==> config.mk <==
export PLATFORM = sky130hd
export DESIGN_NAME = pfm_top
export DESIGN_NICKNAME = d
export VERILOG_FILES = /design/src/pfm_pkg.sv /design/src/pfm_top.sv
export SDC_FILE = /design/constraint.sdc
export NUM_CORES = 1
export LEC_CHECK = 0
export BUFFER_PORTS_ARGS = -buffer_cell sky130_fd_sc_hd__buf_2
export CORE_MARGIN = 1
export CORE_UTILIZATION = 43
export CTS_BUF_LIST = sky130_fd_sc_hd__clkbuf_4 sky130_fd_sc_hd__clkbuf_8
export CTS_CLUSTER_SIZE = 28
export DETAILED_ROUTE_END_ITERATION = 7
export GPL_ROUTABILITY_DRIVEN = 0
export HOLD_SLACK_MARGIN = 0.15
export SYNTH_ARGS = -nofsm -noshare
export SYNTH_HDL_FRONTEND = slang
export SYNTH_SLANG_ARGS = --single-unit
==> constraint.sdc <==
create_clock -name pclk -period 6.7 [get_ports pclk]
set_clock_uncertainty 0.05 [all_clocks]
set_input_delay 0.67 -clock pclk [delete_from_list [all_inputs] [get_ports pclk]]
set_output_delay 0.67 -clock pclk [all_outputs]
set_load 0.02 [all_outputs]
==> src/pfm_pkg.sv <==
/*
 * Constants, register map and carrier types for the power factor monitor.
 * Assumes a single 20 MHz clock and an APB master with 32-bit data.
 */
package pfm_pkg;

    typedef enum logic [1:0] {PFM_IDLE, PFM_PU_TIME, PFM_OPER, PFM_DO_TIME} pfm_state_type;
    typedef enum logic [1:0] {PFM_FN_DISABLED, PFM_FN_ALARM, PFM_FN_LATCHED,
                              PFM_FN_CONTROL} pfm_func_type;

    localparam int unsigned PFM_CLK_HZ      = 20000000;
    localparam int unsigned PFM_TICK_S      = 1;
    localparam int unsigned PFM_TICK_CYCLES = PFM_TICK_S * PFM_CLK_HZ;

    localparam logic [11:0] PFM_OFF_CFG     = 12'h000;
    localparam logic [11:0] PFM_OFF_PICKUP  = 12'h004;
    localparam logic [11:0] PFM_OFF_DROPOUT = 12'h008;
    localparam logic [11:0] PFM_OFF_DELAY   = 12'h00c;
    localparam logic [11:0] PFM_EL_STRIDE   = 12'h010;
    localparam logic [11:0] PFM_OFF_VNOM    = 12'h020;
    localparam logic [11:0] PFM_OFF_STATUS  = 12'h024;
    localparam logic [11:0] PFM_OFF_IRQSTAT = 12'h028;
    localparam logic [11:0] PFM_OFF_IRQMASK = 12'h02c;
    localparam logic [11:0] PFM_OFF_CMD     = 12'h030;

    localparam int unsigned PFM_CFG_FN_LSB  = 0;
    localparam int unsigned PFM_CFG_RLY_LSB = 2;
    localparam int unsigned PFM_IRQ_RST_LSB = 2;

    localparam logic [1:0]  PFM_RST_FUNC    = 2'h0;
    localparam logic [4:0]  PFM_RST_RELAYS  = 5'h00;
    localparam logic [7:0]  PFM_RST_PICKUP  = 8'h50;
    localparam logic [7:0]  PFM_RST_DROPOUT = 8'h64;
    localparam logic [15:0] PFM_RST_DELAY   = 16'h0032;
    localparam logic [15:0] PFM_RST_VNOM    = 16'h03e8;

    localparam logic [7:0]  PFM_PF_MAX      = 8'h64;
    localparam logic [7:0]  PFM_PF_MIN      = 8'h9d;
    localparam logic [15:0] PFM_DELAY_MAX   = 16'hea60;
    localparam logic [19:0] PFM_VTH_NUM     = 20'h00003;
    localparam logic [19:0] PFM_VTH_DEN     = 20'h0000a;
    localparam logic [39:0] PFM_PF_SCALE    = 40'h0000000064;
    localparam logic [2:0]  PFM_DIV_TOP     = 3'h6;

    typedef struct packed {
        logic [31:0]      p;
        logic [31:0]      s;
        logic             lead;
        logic [2:0][15:0] v;
        logic [2:0]       i_present;
    } pfm_meas_type;

    typedef struct packed {
        pfm_func_type func;
        logic [4:0]   relays;
        logic [7:0]   pickup;
        logic [7:0]   dropout;
        logic [15:0]  delay;
    } pfm_cfg_type;

    typedef struct packed {
        pfm_state_type state;
        logic [15:0]   timer;
        logic          latch;
    } pfm_elem_type;

    typedef struct packed {
        pfm_cfg_type  [1:0] cfg;
        pfm_elem_type [1:0] el;
        logic [15:0]        vnom;
        logic [3:0]         irq_stat;
        logic [3:0]         irq_mask;
        logic               busy;
        logic [2:0]         step;
        logic [39:0]        rem;
        logic [31:0]        den;
        logic [6:0]         quo;
        logic               div_lead;
        logic               div_v_ok;
        logic               div_i_ok;
        logic [7:0]         pf;
        logic               pf_valid;
        logic               v_ok;
        logic               i_ok;
        logic [24:0]        sec_cnt;
        logic               tick;
        logic [4:0]         relay;
        logic               alarm;
        logic               irq;
        logic               pready;
        logic               pslverr;
        logic [31:0]        prdata;
    } pfm_regs_type;

endpackage : pfm_pkg

==> src/pfm_top.sv <==
/*
 * Two power factor supervision elements driving auxiliary relays 3 to 7,
 * with an APB register file and a masked level interrupt.
 * Assumes measurements arrive synchronous to pclk with a one-cycle valid.
 */
`timescale 1ns/1ps
module pfm_top #(
    parameter int unsigned TICK_CYCLES = pfm_pkg::PFM_TICK_CYCLES
) (
    input  wire logic                  pclk,
    input  wire logic                  presetn,
    input  wire logic                  psel,
    input  wire logic                  penable,
    input  wire logic                  pwrite,
    input  wire logic [11:0]           paddr,
    input  wire logic [31:0]           pwdata,
    output logic      [31:0]           prdata,
    output logic                       pready,
    output logic                       pslverr,
    input  wire logic                  meas_valid,
    input  wire pfm_pkg::pfm_meas_type meas,
    output logic      [4:0]            relay_out,
    output logic                       alarm_out,
    output logic                       irq
);

    // Reset image of all state, built once as a constant.
    function automatic pfm_pkg::pfm_regs_type pfm_reset();
        pfm_pkg::pfm_regs_type v;
        v = '0;
        for (int e = 0; e < 2; e++) begin
            v.cfg[e].func    = pfm_pkg::pfm_func_type'(pfm_pkg::PFM_RST_FUNC);
            v.cfg[e].relays  = pfm_pkg::PFM_RST_RELAYS;
            v.cfg[e].pickup  = pfm_pkg::PFM_RST_PICKUP;
            v.cfg[e].dropout = pfm_pkg::PFM_RST_DROPOUT;
            v.cfg[e].delay   = pfm_pkg::PFM_RST_DELAY;
            v.el[e].state    = pfm_pkg::PFM_IDLE;
        end
        v.vnom = pfm_pkg::PFM_RST_VNOM;
        return v;
    endfunction : pfm_reset

    // Level writes outside the legal range saturate to the nearest end.
    function automatic logic [7:0] pfm_clamp_pf(input logic [7:0] x);
        logic [7:0] y;
        y = x;
        if ($signed(x) > $signed(pfm_pkg::PFM_PF_MAX)) begin
            y = pfm_pkg::PFM_PF_MAX;
        end else if ($signed(x) < $signed(pfm_pkg::PFM_PF_MIN)) begin
            y = pfm_pkg::PFM_PF_MIN;
        end
        return y;
    endfunction : pfm_clamp_pf

    localparam pfm_pkg::pfm_regs_type RST_VAL  = pfm_reset();
    localparam logic [24:0]           TICK_END = 25'(TICK_CYCLES - 1);

    pfm_pkg::pfm_regs_type r_q;
    pfm_pkg::pfm_regs_type r_d;

    always_comb begin
        logic        rd_acc;
        logic        wr_acc;
        logic [31:0] rdata;
        logic        hit;
        logic        vall;
        logic [39:0] shifted;
        logic [6:0]  qn;
        logic [7:0]  qpf;
        logic [3:0]  irq_set;
        logic [3:0]  irq_clr;
        logic        latch_clr;
        logic        pick;
        logic        drop;
        logic        active;
        logic        run;
        logic [11:0] base;
        rd_acc    = 1'b0;
        wr_acc    = 1'b0;
        rdata     = 32'h00000000;
        hit       = 1'b0;
        vall      = 1'b1;
        shifted   = 40'h0000000000;
        qn        = 7'h00;
        qpf       = 8'h00;
        irq_set   = 4'h0;
        irq_clr   = 4'h0;
        latch_clr = 1'b0;
        pick      = 1'b0;
        drop      = 1'b0;
        active    = 1'b0;
        run       = 1'b0;
        base      = 12'h000;
        r_d       = r_q;

        // One-second timebase enable.
        r_d.tick = 1'b0;
        if (r_q.sec_cnt == TICK_END) begin
            r_d.sec_cnt = 25'h0000000;
            r_d.tick    = 1'b1;
        end else begin
            r_d.sec_cnt = r_q.sec_cnt + 25'h0000001;
        end

        // Sequential divide of real power times one hundred by apparent power.
        if (meas_valid) begin
            r_d.busy     = 1'b1;
            r_d.step     = pfm_pkg::PFM_DIV_TOP;
            r_d.rem      = {8'h00, meas.p} * pfm_pkg::PFM_PF_SCALE;
            r_d.den      = meas.s;
            r_d.quo      = 7'h00;
            r_d.div_lead = meas.lead;
            // Cross-multiplied threshold test, so no second divider is needed.
            for (int k = 0; k < 3; k++) begin
                if (({4'h0, meas.v[k]} * pfm_pkg::PFM_VTH_DEN)
                    <= ({4'h0, r_q.vnom} * pfm_pkg::PFM_VTH_NUM)) begin
                    vall = 1'b0;
                end
            end
            r_d.div_v_ok = vall;
            r_d.div_i_ok = |meas.i_present;
        end else if (r_q.busy) begin
            shifted = {8'h00, r_q.den} << r_q.step;
            qn      = r_q.quo;
            if (r_q.rem >= shifted) begin
                r_d.rem     = r_q.rem - shifted;
                qn[r_q.step] = 1'b1;
            end
            r_d.quo  = qn;
            r_d.step = r_q.step - 3'h1;
            if (r_q.step == 3'h0) begin
                r_d.busy = 1'b0;
                qpf      = {1'b0, qn};
                if (r_q.den == 32'h00000000 || qpf > pfm_pkg::PFM_PF_MAX) begin
                    qpf = pfm_pkg::PFM_PF_MAX;
                end
                if (r_q.div_lead && qpf != pfm_pkg::PFM_PF_MAX) begin
                    qpf = 8'h00 - qpf;
                end
                r_d.pf       = qpf;
                r_d.pf_valid = 1'b1;
                r_d.v_ok     = r_q.div_v_ok;
                r_d.i_ok     = r_q.div_i_ok;
            end
        end

        // APB slave: one wait state, write and read data at the ready edge.
        rd_acc    = psel && penable && !r_q.pready;
        wr_acc    = psel && penable && r_q.pready && pwrite;
        r_d.pready = rd_acc;
        if (rd_acc) begin
            for (int e = 0; e < 2; e++) begin
                base = pfm_pkg::PFM_EL_STRIDE * 12'(e);
                if (paddr == base + pfm_pkg::PFM_OFF_CFG) begin
                    hit   = 1'b1;
                    rdata = {25'h0000000, r_q.cfg[e].relays, r_q.cfg[e].func};
                end
                if (paddr == base + pfm_pkg::PFM_OFF_PICKUP) begin
                    hit   = 1'b1;
                    rdata = {{24{r_q.cfg[e].pickup[7]}}, r_q.cfg[e].pickup};
                end
                if (paddr == base + pfm_pkg::PFM_OFF_DROPOUT) begin
                    hit   = 1'b1;
                    rdata = {{24{r_q.cfg[e].dropout[7]}}, r_q.cfg[e].dropout};
                end
                if (paddr == base + pfm_pkg::PFM_OFF_DELAY) begin
                    hit   = 1'b1;
                    rdata = {16'h0000, r_q.cfg[e].delay};
                end
            end
            unique case (paddr)
                pfm_pkg::PFM_OFF_VNOM: begin
                    hit   = 1'b1;
                    rdata = {16'h0000, r_q.vnom};
                end
                pfm_pkg::PFM_OFF_STATUS: begin
                    hit   = 1'b1;
                    rdata = {15'h0000, r_q.el[1].latch, r_q.el[0].latch, r_q.el[1].state,
                             r_q.el[0].state, r_q.i_ok, r_q.v_ok, r_q.pf_valid, r_q.pf};
                end
                pfm_pkg::PFM_OFF_IRQSTAT: begin
                    hit   = 1'b1;
                    rdata = {28'h0000000, r_q.irq_stat};
                end
                pfm_pkg::PFM_OFF_IRQMASK: begin
                    hit   = 1'b1;
                    rdata = {28'h0000000, r_q.irq_mask};
                end
                pfm_pkg::PFM_OFF_CMD: begin
                    hit = 1'b1;
                end
                default: begin
                end
            endcase
            r_d.prdata  = hit ? rdata : 32'h00000000;
            r_d.pslverr = !hit;
        end else if (!psel) begin
            r_d.pslverr = 1'b0;
        end

        if (wr_acc && !r_q.pslverr) begin
            for (int e = 0; e < 2; e++) begin
                base = pfm_pkg::PFM_EL_STRIDE * 12'(e);
                if (paddr == base + pfm_pkg::PFM_OFF_CFG) begin
                    r_d.cfg[e].func   = pfm_pkg::pfm_func_type'(pwdata[1:0]);
                    r_d.cfg[e].relays = pwdata[6:2];
                end
                if (paddr == base + pfm_pkg::PFM_OFF_PICKUP) begin
                    r_d.cfg[e].pickup = pfm_clamp_pf(pwdata[7:0]);
                end
                if (paddr == base + pfm_pkg::PFM_OFF_DROPOUT) begin
                    r_d.cfg[e].dropout = pfm_clamp_pf(pwdata[7:0]);
                end
                if (paddr == base + pfm_pkg::PFM_OFF_DELAY) begin
                    r_d.cfg[e].delay = (pwdata[15:0] > pfm_pkg::PFM_DELAY_MAX ||
                                        pwdata[31:16] != 16'h0000)
                                       ? pfm_pkg::PFM_DELAY_MAX : pwdata[15:0];
                end
            end
            if (paddr == pfm_pkg::PFM_OFF_VNOM) begin
                r_d.vnom = pwdata[15:0];
            end
            if (paddr == pfm_pkg::PFM_OFF_IRQSTAT) begin
                irq_clr = pwdata[3:0];
            end
            if (paddr == pfm_pkg::PFM_OFF_IRQMASK) begin
                r_d.irq_mask = pwdata[3:0];
            end
            if (paddr == pfm_pkg::PFM_OFF_CMD) begin
                latch_clr = pwdata[0];
            end
        end

        // Element state machines.
        // Outputs follow the next state, so they leave the flop with it.
        r_d.relay = 5'h00;
        r_d.alarm = 1'b0;
        for (int e = 0; e < 2; e++) begin
            run  = r_q.pf_valid && r_q.v_ok;
            pick = run && r_q.i_ok && ($signed(r_q.pf) < $signed(r_q.cfg[e].pickup));
            drop = $signed(r_q.pf) > $signed(r_q.cfg[e].dropout);
            // The clear comes first, so a latch set in this cycle wins.
            if (latch_clr) begin
                r_d.el[e].latch = 1'b0;
            end
            // Voltage loss or a disabled function ends timing and operation at once.
            if (r_q.cfg[e].func == pfm_pkg::PFM_FN_DISABLED || !run) begin
                r_d.el[e].state = pfm_pkg::PFM_IDLE;
                r_d.el[e].timer = 16'h0000;
            end else begin
                unique case (r_q.el[e].state)
                    pfm_pkg::PFM_IDLE: begin
                        if (pick) begin
                            r_d.el[e].state = pfm_pkg::PFM_PU_TIME;
                            r_d.el[e].timer = 16'h0000;
                        end
                    end
                    pfm_pkg::PFM_PU_TIME: begin
                        if (!pick) begin
                            r_d.el[e].state = pfm_pkg::PFM_IDLE;
                        end else if (r_q.el[e].timer >= r_q.cfg[e].delay) begin
                            r_d.el[e].state = pfm_pkg::PFM_OPER;
                            irq_set[e]      = 1'b1;
                            if (r_q.cfg[e].func == pfm_pkg::PFM_FN_LATCHED) begin
                                r_d.el[e].latch = 1'b1;
                            end
                        end else if (r_q.tick) begin
                            r_d.el[e].timer = r_q.el[e].timer + 16'h0001;
                        end
                    end
                    pfm_pkg::PFM_OPER: begin
                        if (drop) begin
                            r_d.el[e].state = pfm_pkg::PFM_DO_TIME;
                            r_d.el[e].timer = 16'h0000;
                        end
                    end
                    pfm_pkg::PFM_DO_TIME: begin
                        if (!drop) begin
                            r_d.el[e].state = pfm_pkg::PFM_OPER;
                        end else if (r_q.el[e].timer >= r_q.cfg[e].delay) begin
                            r_d.el[e].state = pfm_pkg::PFM_IDLE;
                            irq_set[e + pfm_pkg::PFM_IRQ_RST_LSB] = 1'b1;
                        end else if (r_q.tick) begin
                            r_d.el[e].timer = r_q.el[e].timer + 16'h0001;
                        end
                    end
                endcase
            end
            if (r_q.cfg[e].func == pfm_pkg::PFM_FN_DISABLED) begin
                r_d.el[e].latch = 1'b0;
            end
            active = (r_d.el[e].state == pfm_pkg::PFM_OPER) ||
                     (r_d.el[e].state == pfm_pkg::PFM_DO_TIME);
            if (r_q.cfg[e].func == pfm_pkg::PFM_FN_LATCHED) begin
                active = active || r_d.el[e].latch;
            end
            if (active) begin
                r_d.relay = r_d.relay | r_q.cfg[e].relays;
                if (r_q.cfg[e].func != pfm_pkg::PFM_FN_CONTROL) begin
                    r_d.alarm = 1'b1;
                end
            end
        end

        // Sticky interrupt status: a new event wins over a clear.
        r_d.irq_stat = (r_q.irq_stat & ~irq_clr) | irq_set;
        r_d.irq      = |(r_d.irq_stat & r_d.irq_mask);
    end

    // All state sits in one register, reset to its constant image.
    always_ff @(posedge pclk or negedge presetn) begin
        if (!presetn) begin
            r_q <= RST_VAL;
        end else begin
            r_q <= r_d;
        end
    end

    // Every output comes straight from the state register.
    assign prdata    = r_q.prdata;
    assign pready    = r_q.pready;
    assign pslverr   = r_q.pslverr;
    assign relay_out = r_q.relay;
    assign alarm_out = r_q.alarm;
    assign irq       = r_q.irq;

endmodule : pfm_top

# After elaboration in Yosys (flattened, before gate mapping)
# Cells that the tools add are included.
[totals] reg_bits=304 inputBits=166 out_inout_bits=41
[op_classes] n_addsub=6 mul=5 magnitude_cmp=16 n_eq_ne=37 shifts=1 muxes=108 bitwise=7 n_reduce_logical=49
[op_table] op="32-bit two-way mux" n=8
[op_table] op="18-bit one-hot mux with 4 select lines" n=2
[op_table] op="32-bit one-hot mux with 4 select lines" n=1
[op_table] op="16-bit two-way mux" n=7
[op_table] op="18-bit two-way mux" n=6
[op_table] op="44-bit two-way mux" n=2
[op_table] op="12-bit by 6-bit equality test with 1-bit output (second input constant)" n=5
[op_table] op="20-bit by 18-bit less-or-equal comparator with 1-bit output" n=3
[op_table] op="16-bit by 3-bit multiplier with 19-bit output (second input constant)" n=3
[op_table] op="1-bit two-way mux" n=50
[op_table] op="7-bit two-way mux" n=7
[op_table] op="12-bit by 5-bit equality test with 1-bit output (second input constant)" n=4
[op_table] op="8-bit two-way mux" n=6
[op_table] op="40-bit greater-or-equal comparator" n=1
[op_table] op="40-bit two-way mux" n=1
[op_table] op="32-bit by 3-bit left shift with 40-bit output" n=1
[op_table] op="40-bit subtractor" n=1
[op_table] op="32-bit by 5-bit multiplier with 37-bit output (second input constant)" n=1
[op_table] op="17-bit two-way mux" n=2
[op_table] op="16-bit by 1-bit adder with 16-bit output (second input constant)" n=2
[op_table] op="16-bit greater-or-equal comparator" n=2
[op_table] op="32-bit zero test" n=1
[op_table] op="25-bit by 1-bit adder with 25-bit output (second input constant)" n=1
[op_table] op="25-bit equality test (second input constant)" n=1
[op_table] op="other kinds (44)" n=111

# Logic depth before layout (Yosys ltp)
[depth] depth_word=18 depth_mapped=25 ltp_nobuf=22

# Worst setup path after synthesis
# No wires, ideal clock.
[synth_path] path_type="reg-to-reg" start="register r_q[160] (netlist name)" end="register r_q[73] (netlist name)" setup_time_ns=0.124 arrival_ns=5.332 required_ns=6.526 slack_ns=1.194 path_stages_with_launch=24 path_buffers=4 synth_period_minus_slack_ns=5.506 path_cell_list="dfrtp_1 clkbuf_1 clkbuf_1 mux4_2 mux2i_1 ha_1 buf_2 a21oi_2 o21ai_1 a21oi_2 o221ai_2 a2111oi_4 a21boi_1 o32ai_1 o2bb2ai_1 buf_2 o21ai_0 ha_1 nand2_1 nand2_1 a31o_2 a31o_1 and4_1 a211o_1"
[synth_via] elab_chain_cells=17 elab_cells_between_ends=23 cone_classes="add/sub (1); order compare (4); eq/ne (1); shift (1); mux (10); bitwise (1); reduce/logical (5)"
[synth_rtl] item="from (decl)" line_no="pfm_top.sv:58" source="pfm_pkg::pfm_regs_type r_q;"
[synth_rtl] item="from (signal assigned)" line_no="pfm_top.sv:315" source="r_q <= r_d;"
[synth_rtl] item="branches (longest 17 deep; another with 40-bit greater-or-equal comparator)"
# Parallel ways; which one is timed is not known. The select of a mux whose other input is x is not followed.
# A chain may end at the register's enable or synchronous reset.

# Final worst setup path
# Same ends and word-level chain as after synthesis.

==> impl_metrics.toml <==
[power]
seq_power_share_pct = 26.5
ir_drop_mv = 0.309
swShare_pct = 41.7
p_clk_share_pct = 23.3
p_sw_mw = 3.44
p_int_mw = 4.81
p_leak_nw = 13.6
power_frac_comb_pct = 50.2
pwr_density_cell_nw_per_um2 = 284

[logic_synthesis]
syn_area_sq_um = 26300
seq_area_frac_synth_pct = 27.7
ys_types = 88
yosys_warnings = 0
ys_async_sr_fraction_pct = 100
yosys-top-cells-area = "dfrtp_1 26%, ha_1 17%, inv_1 3.7%"
synth_top_area_share_pct = 25.5
syn-num-nets = 3523
syn_avg_cell_area_sq_um = 8.86
synth_edf_count = 0
yosysTopAreaCell = "dfrtp_1"
synth_flop_cell = "dfrtp_1"
synthCells = 2968
ys_ff_latch = 290

[worst_setup_path]
cp.buffers_inverters = 1
slowest_stage = "dfrtp_2"
cp.arrival_ns = 6.52
cpLargestDelayFamily = "compound AO/OA/AOI/OAI gates"
cp_max_fo = 25
cp-start-kind = "flip-flop"
rrSetupSlack_ns = 0.62
crit_type = "flip-flop to flip-flop"
slowest_delay_ns = 0.69
cp.required_ns = 7.14
path_cells = "buf_4 > mux4_2 > mux2i_1 > ha_1 > nand3_1 > a21o_1 > a31oi_1 > o311a_1 > o31ai_4 > a31oi_1 > o2bb2ai_1 > o21ai_0 > ha_1 > nand2_1 > nand2_1 > a31o_2 > a31o_1 > and4_1 > a211o_1"
endpoint_kind = "flip-flop"

[clock_network]
clk_latency_ns = 0.65
tritoncts = "done"
clockRootBuffer = "clkbuf_8"
numCtsBuffers = 52
clock-sinks = 290
clk_pin_slew_worst_paths_ns = 0.06
cts_max_path_buffers = 3
cts-htree-levels = 2
postCtsSetupRepairBufs = 0

[floorplan]
initial_core_util_pct = 43.5
io_pins = 207
fp-row-count = 90
dieArea_sq_um = 62100
core-area_sq_um = 60400
die_y_microns = 249
dieWidth_microns = 249

[detailed_routing]
drt_iter0_markers = 1706
ant_nets = 0
dr.pass1.iters = 5
drcViolationCount = 0
vias = 23100
via_per_inst = 5.87
wl_microns = 74900
wl_per_cell_microns = 19.0

[timing]
timing.setup.tns_ns = 0
grt_setup_unrepaired = "false"
fmaxAchievable_mhz = 165
setup_viol = 0
finalCritPeriodShare_pct = 90.7
max_slew_margin_pct = 12.1
hold_viol = 0
maxSlewViolCount = 0
tightest_slew_ns = 1.30
setup_slack_ns = 0.623
period_minus_slack_ns = 6.08
hold-worst-slack_ns = 0.209

[grt]
grt_max_degree = 170
antenna_found_initial = 1
grt_pass1_wl_microns = 122000
grtUsageTotal_pct = 24.2
grt_overflow = 0
grt_pass1_vias = 23000

[placed_design]
post-place-ws_ns = 0.601
port_buffers = 206
dp_hpwl_microns = 58600

[layout]
drive_above_1_share_pct = 15.1
areaGrowthSynthToFinish_pct = 10.5
fin_nets = 3670
fillers = 5857
diodes = 0

[job]
maxCapViolCount = 0

[status]
outcome = "completed"

[worst_hold_path]
min-delay-path-class = "input pin to flip-flop"
layer usage:
| metal | global-route usage (%) | up-vias | share of wire (%) |
|---|---|---|---|
| li1 | - | 11100 | - |
| met1 | 32.3 | 11200 | 45 |
| met2 | 40.3 | 674 | 47 |
| met3 | 2.89 | 139 | 5.3 |
| met4 | 8.31 | 2 | 3.0 |
| met5 | 0 | - | 0.023 |
Yosys cell counts (all sizes together) (26+ instances only):
| master | number |
|---|---|
| mux2 | 75 |
| buf | 56 |
| nand3 | 84 |
| dfrtp | 268 |
| nor2 | 168 |
| nor3 | 59 |
| ha | 357 |
| o31ai | 26 |
| nand2 | 260 |
| o21ai | 200 |
| a211oi | 33 |
| xor2 | 47 |
| nor2b | 34 |
| xnor2 | 77 |
| nand2b | 31 |
| nand4 | 33 |
| fa | 32 |
| o21a | 32 |
| a21o | 74 |
| mux2i | 46 |
| inv | 261 |
| a31oi | 39 |
| and3 | 33 |
| clkbuf | 76 |
| a21oi | 192 |
sequential cells by signal (all words and copies together) (netlist names):
signal	cells
pslverr	1
prdata	18
pready	1
r_q	263
irq	1
relay_out	5
alarm_out	1
area by class of cell:
cell class / count / area, sq um / share of cell area (%)
well taps: 782 / 978 / 3.37
inverters: 261 / 980 / 3.37
clock inverters: 14 / 154 / 0.530
clock buffers: 84 / 1060 / 3.66
flip-flops and latches: 290 / 7290 / 25.1
repair buffers: 225 / 1200 / 4.14
multi-input cells: 2285 / 17400 / 59.8
worst register-to-register path, delay by kind of cell (launching register included):
family,cells,cell delay (ns)
muxes,2,0.80
adders and majority gates,2,0.65
AOI/OAI and AO/OA,10,2.78
buffers and inverters,1,0.46
DFF,1,0.69
and+or+nand+nor,4,0.51
logic make-up after synthesis:
logic type,after synthesis,synth area share (%)
buffers and inverters,393,6.18
adder cells (fa/ha/maj),389,19.4
XOR/XNOR,124,4.13
AND/OR/NAND/NOR,814,15.0
multiplexers,145,7.02
AO/OA/AOI/OAI,813,20.5
flip-flops,290,27.7
layout by cell type (no fill, tap or decap), drive strengths merged, types with 31 or more instances in the layout:
cell and instances:
nand4 33, and3 33, a211oi 33, clkbuf 84, dfrtp 268, nor2 168
nand2b 31, xor2 47, a31oi 39, a21oi 192, nand3 84, inv 261
o21ai 200, nor3 59, nand2 260, mux2 75, mux2i 46, xnor2 77
o21a 32, fa 32, ha 357, a21o 74, buf 223, nor2b 34
final timing paths:
check                         start  cells past startpoint        to
setup / recovery           r_q[160]                     19   r_q[73]
hold reg to reg             r_q[46]                      1   r_q[46]
max in group asynchronous   presetn                      3  r_q[158]
setup reg to reg           r_q[160]                     19   r_q[73]
min in group asynchronous   presetn                      2   r_q[79]
hold / removal             meas[60]                      2   r_q[96]
metrics by stage:
step | std cells | total power, mW | instance area, sq um | util [%]
after floorplan | 2968 | 5.29 | 26300 | -
after global placement | 3841 | 6.21 | 27800 | 46.1
after detailed placement | 3841 | 6.31 | 27800 | 46.1
after CTS | 3941 | 8.29 | 29100 | 48.1
after global routing | 3941 | 8.92 | 29100 | 48.1
final | 3941 | 8.26 | 29100 | 48.1
timing repair:
item / in CTS / in global routing
setup endpoints to repair: 0 / 1
hold endpoints to repair: 90 / 0
resized for setup: 0 / 1
hold buffers: 2 / 0
power by group through the flow:
stage | logic, mW | clock network, mW | registers [mW]
3_5_place_dp | 4.11 | 0 | 2.21
6_report | 4.15 | 1.93 | 2.18
5_1_grt | 4.67 | 2.05 | 2.20
4_1_cts | 4.13 | 1.98 | 2.18
2_1_floorplan | 3.21 | 0 | 2.07
3_3_place_gp | 4.01 | 0 | 2.21
(Power assumes the default switching activity.)
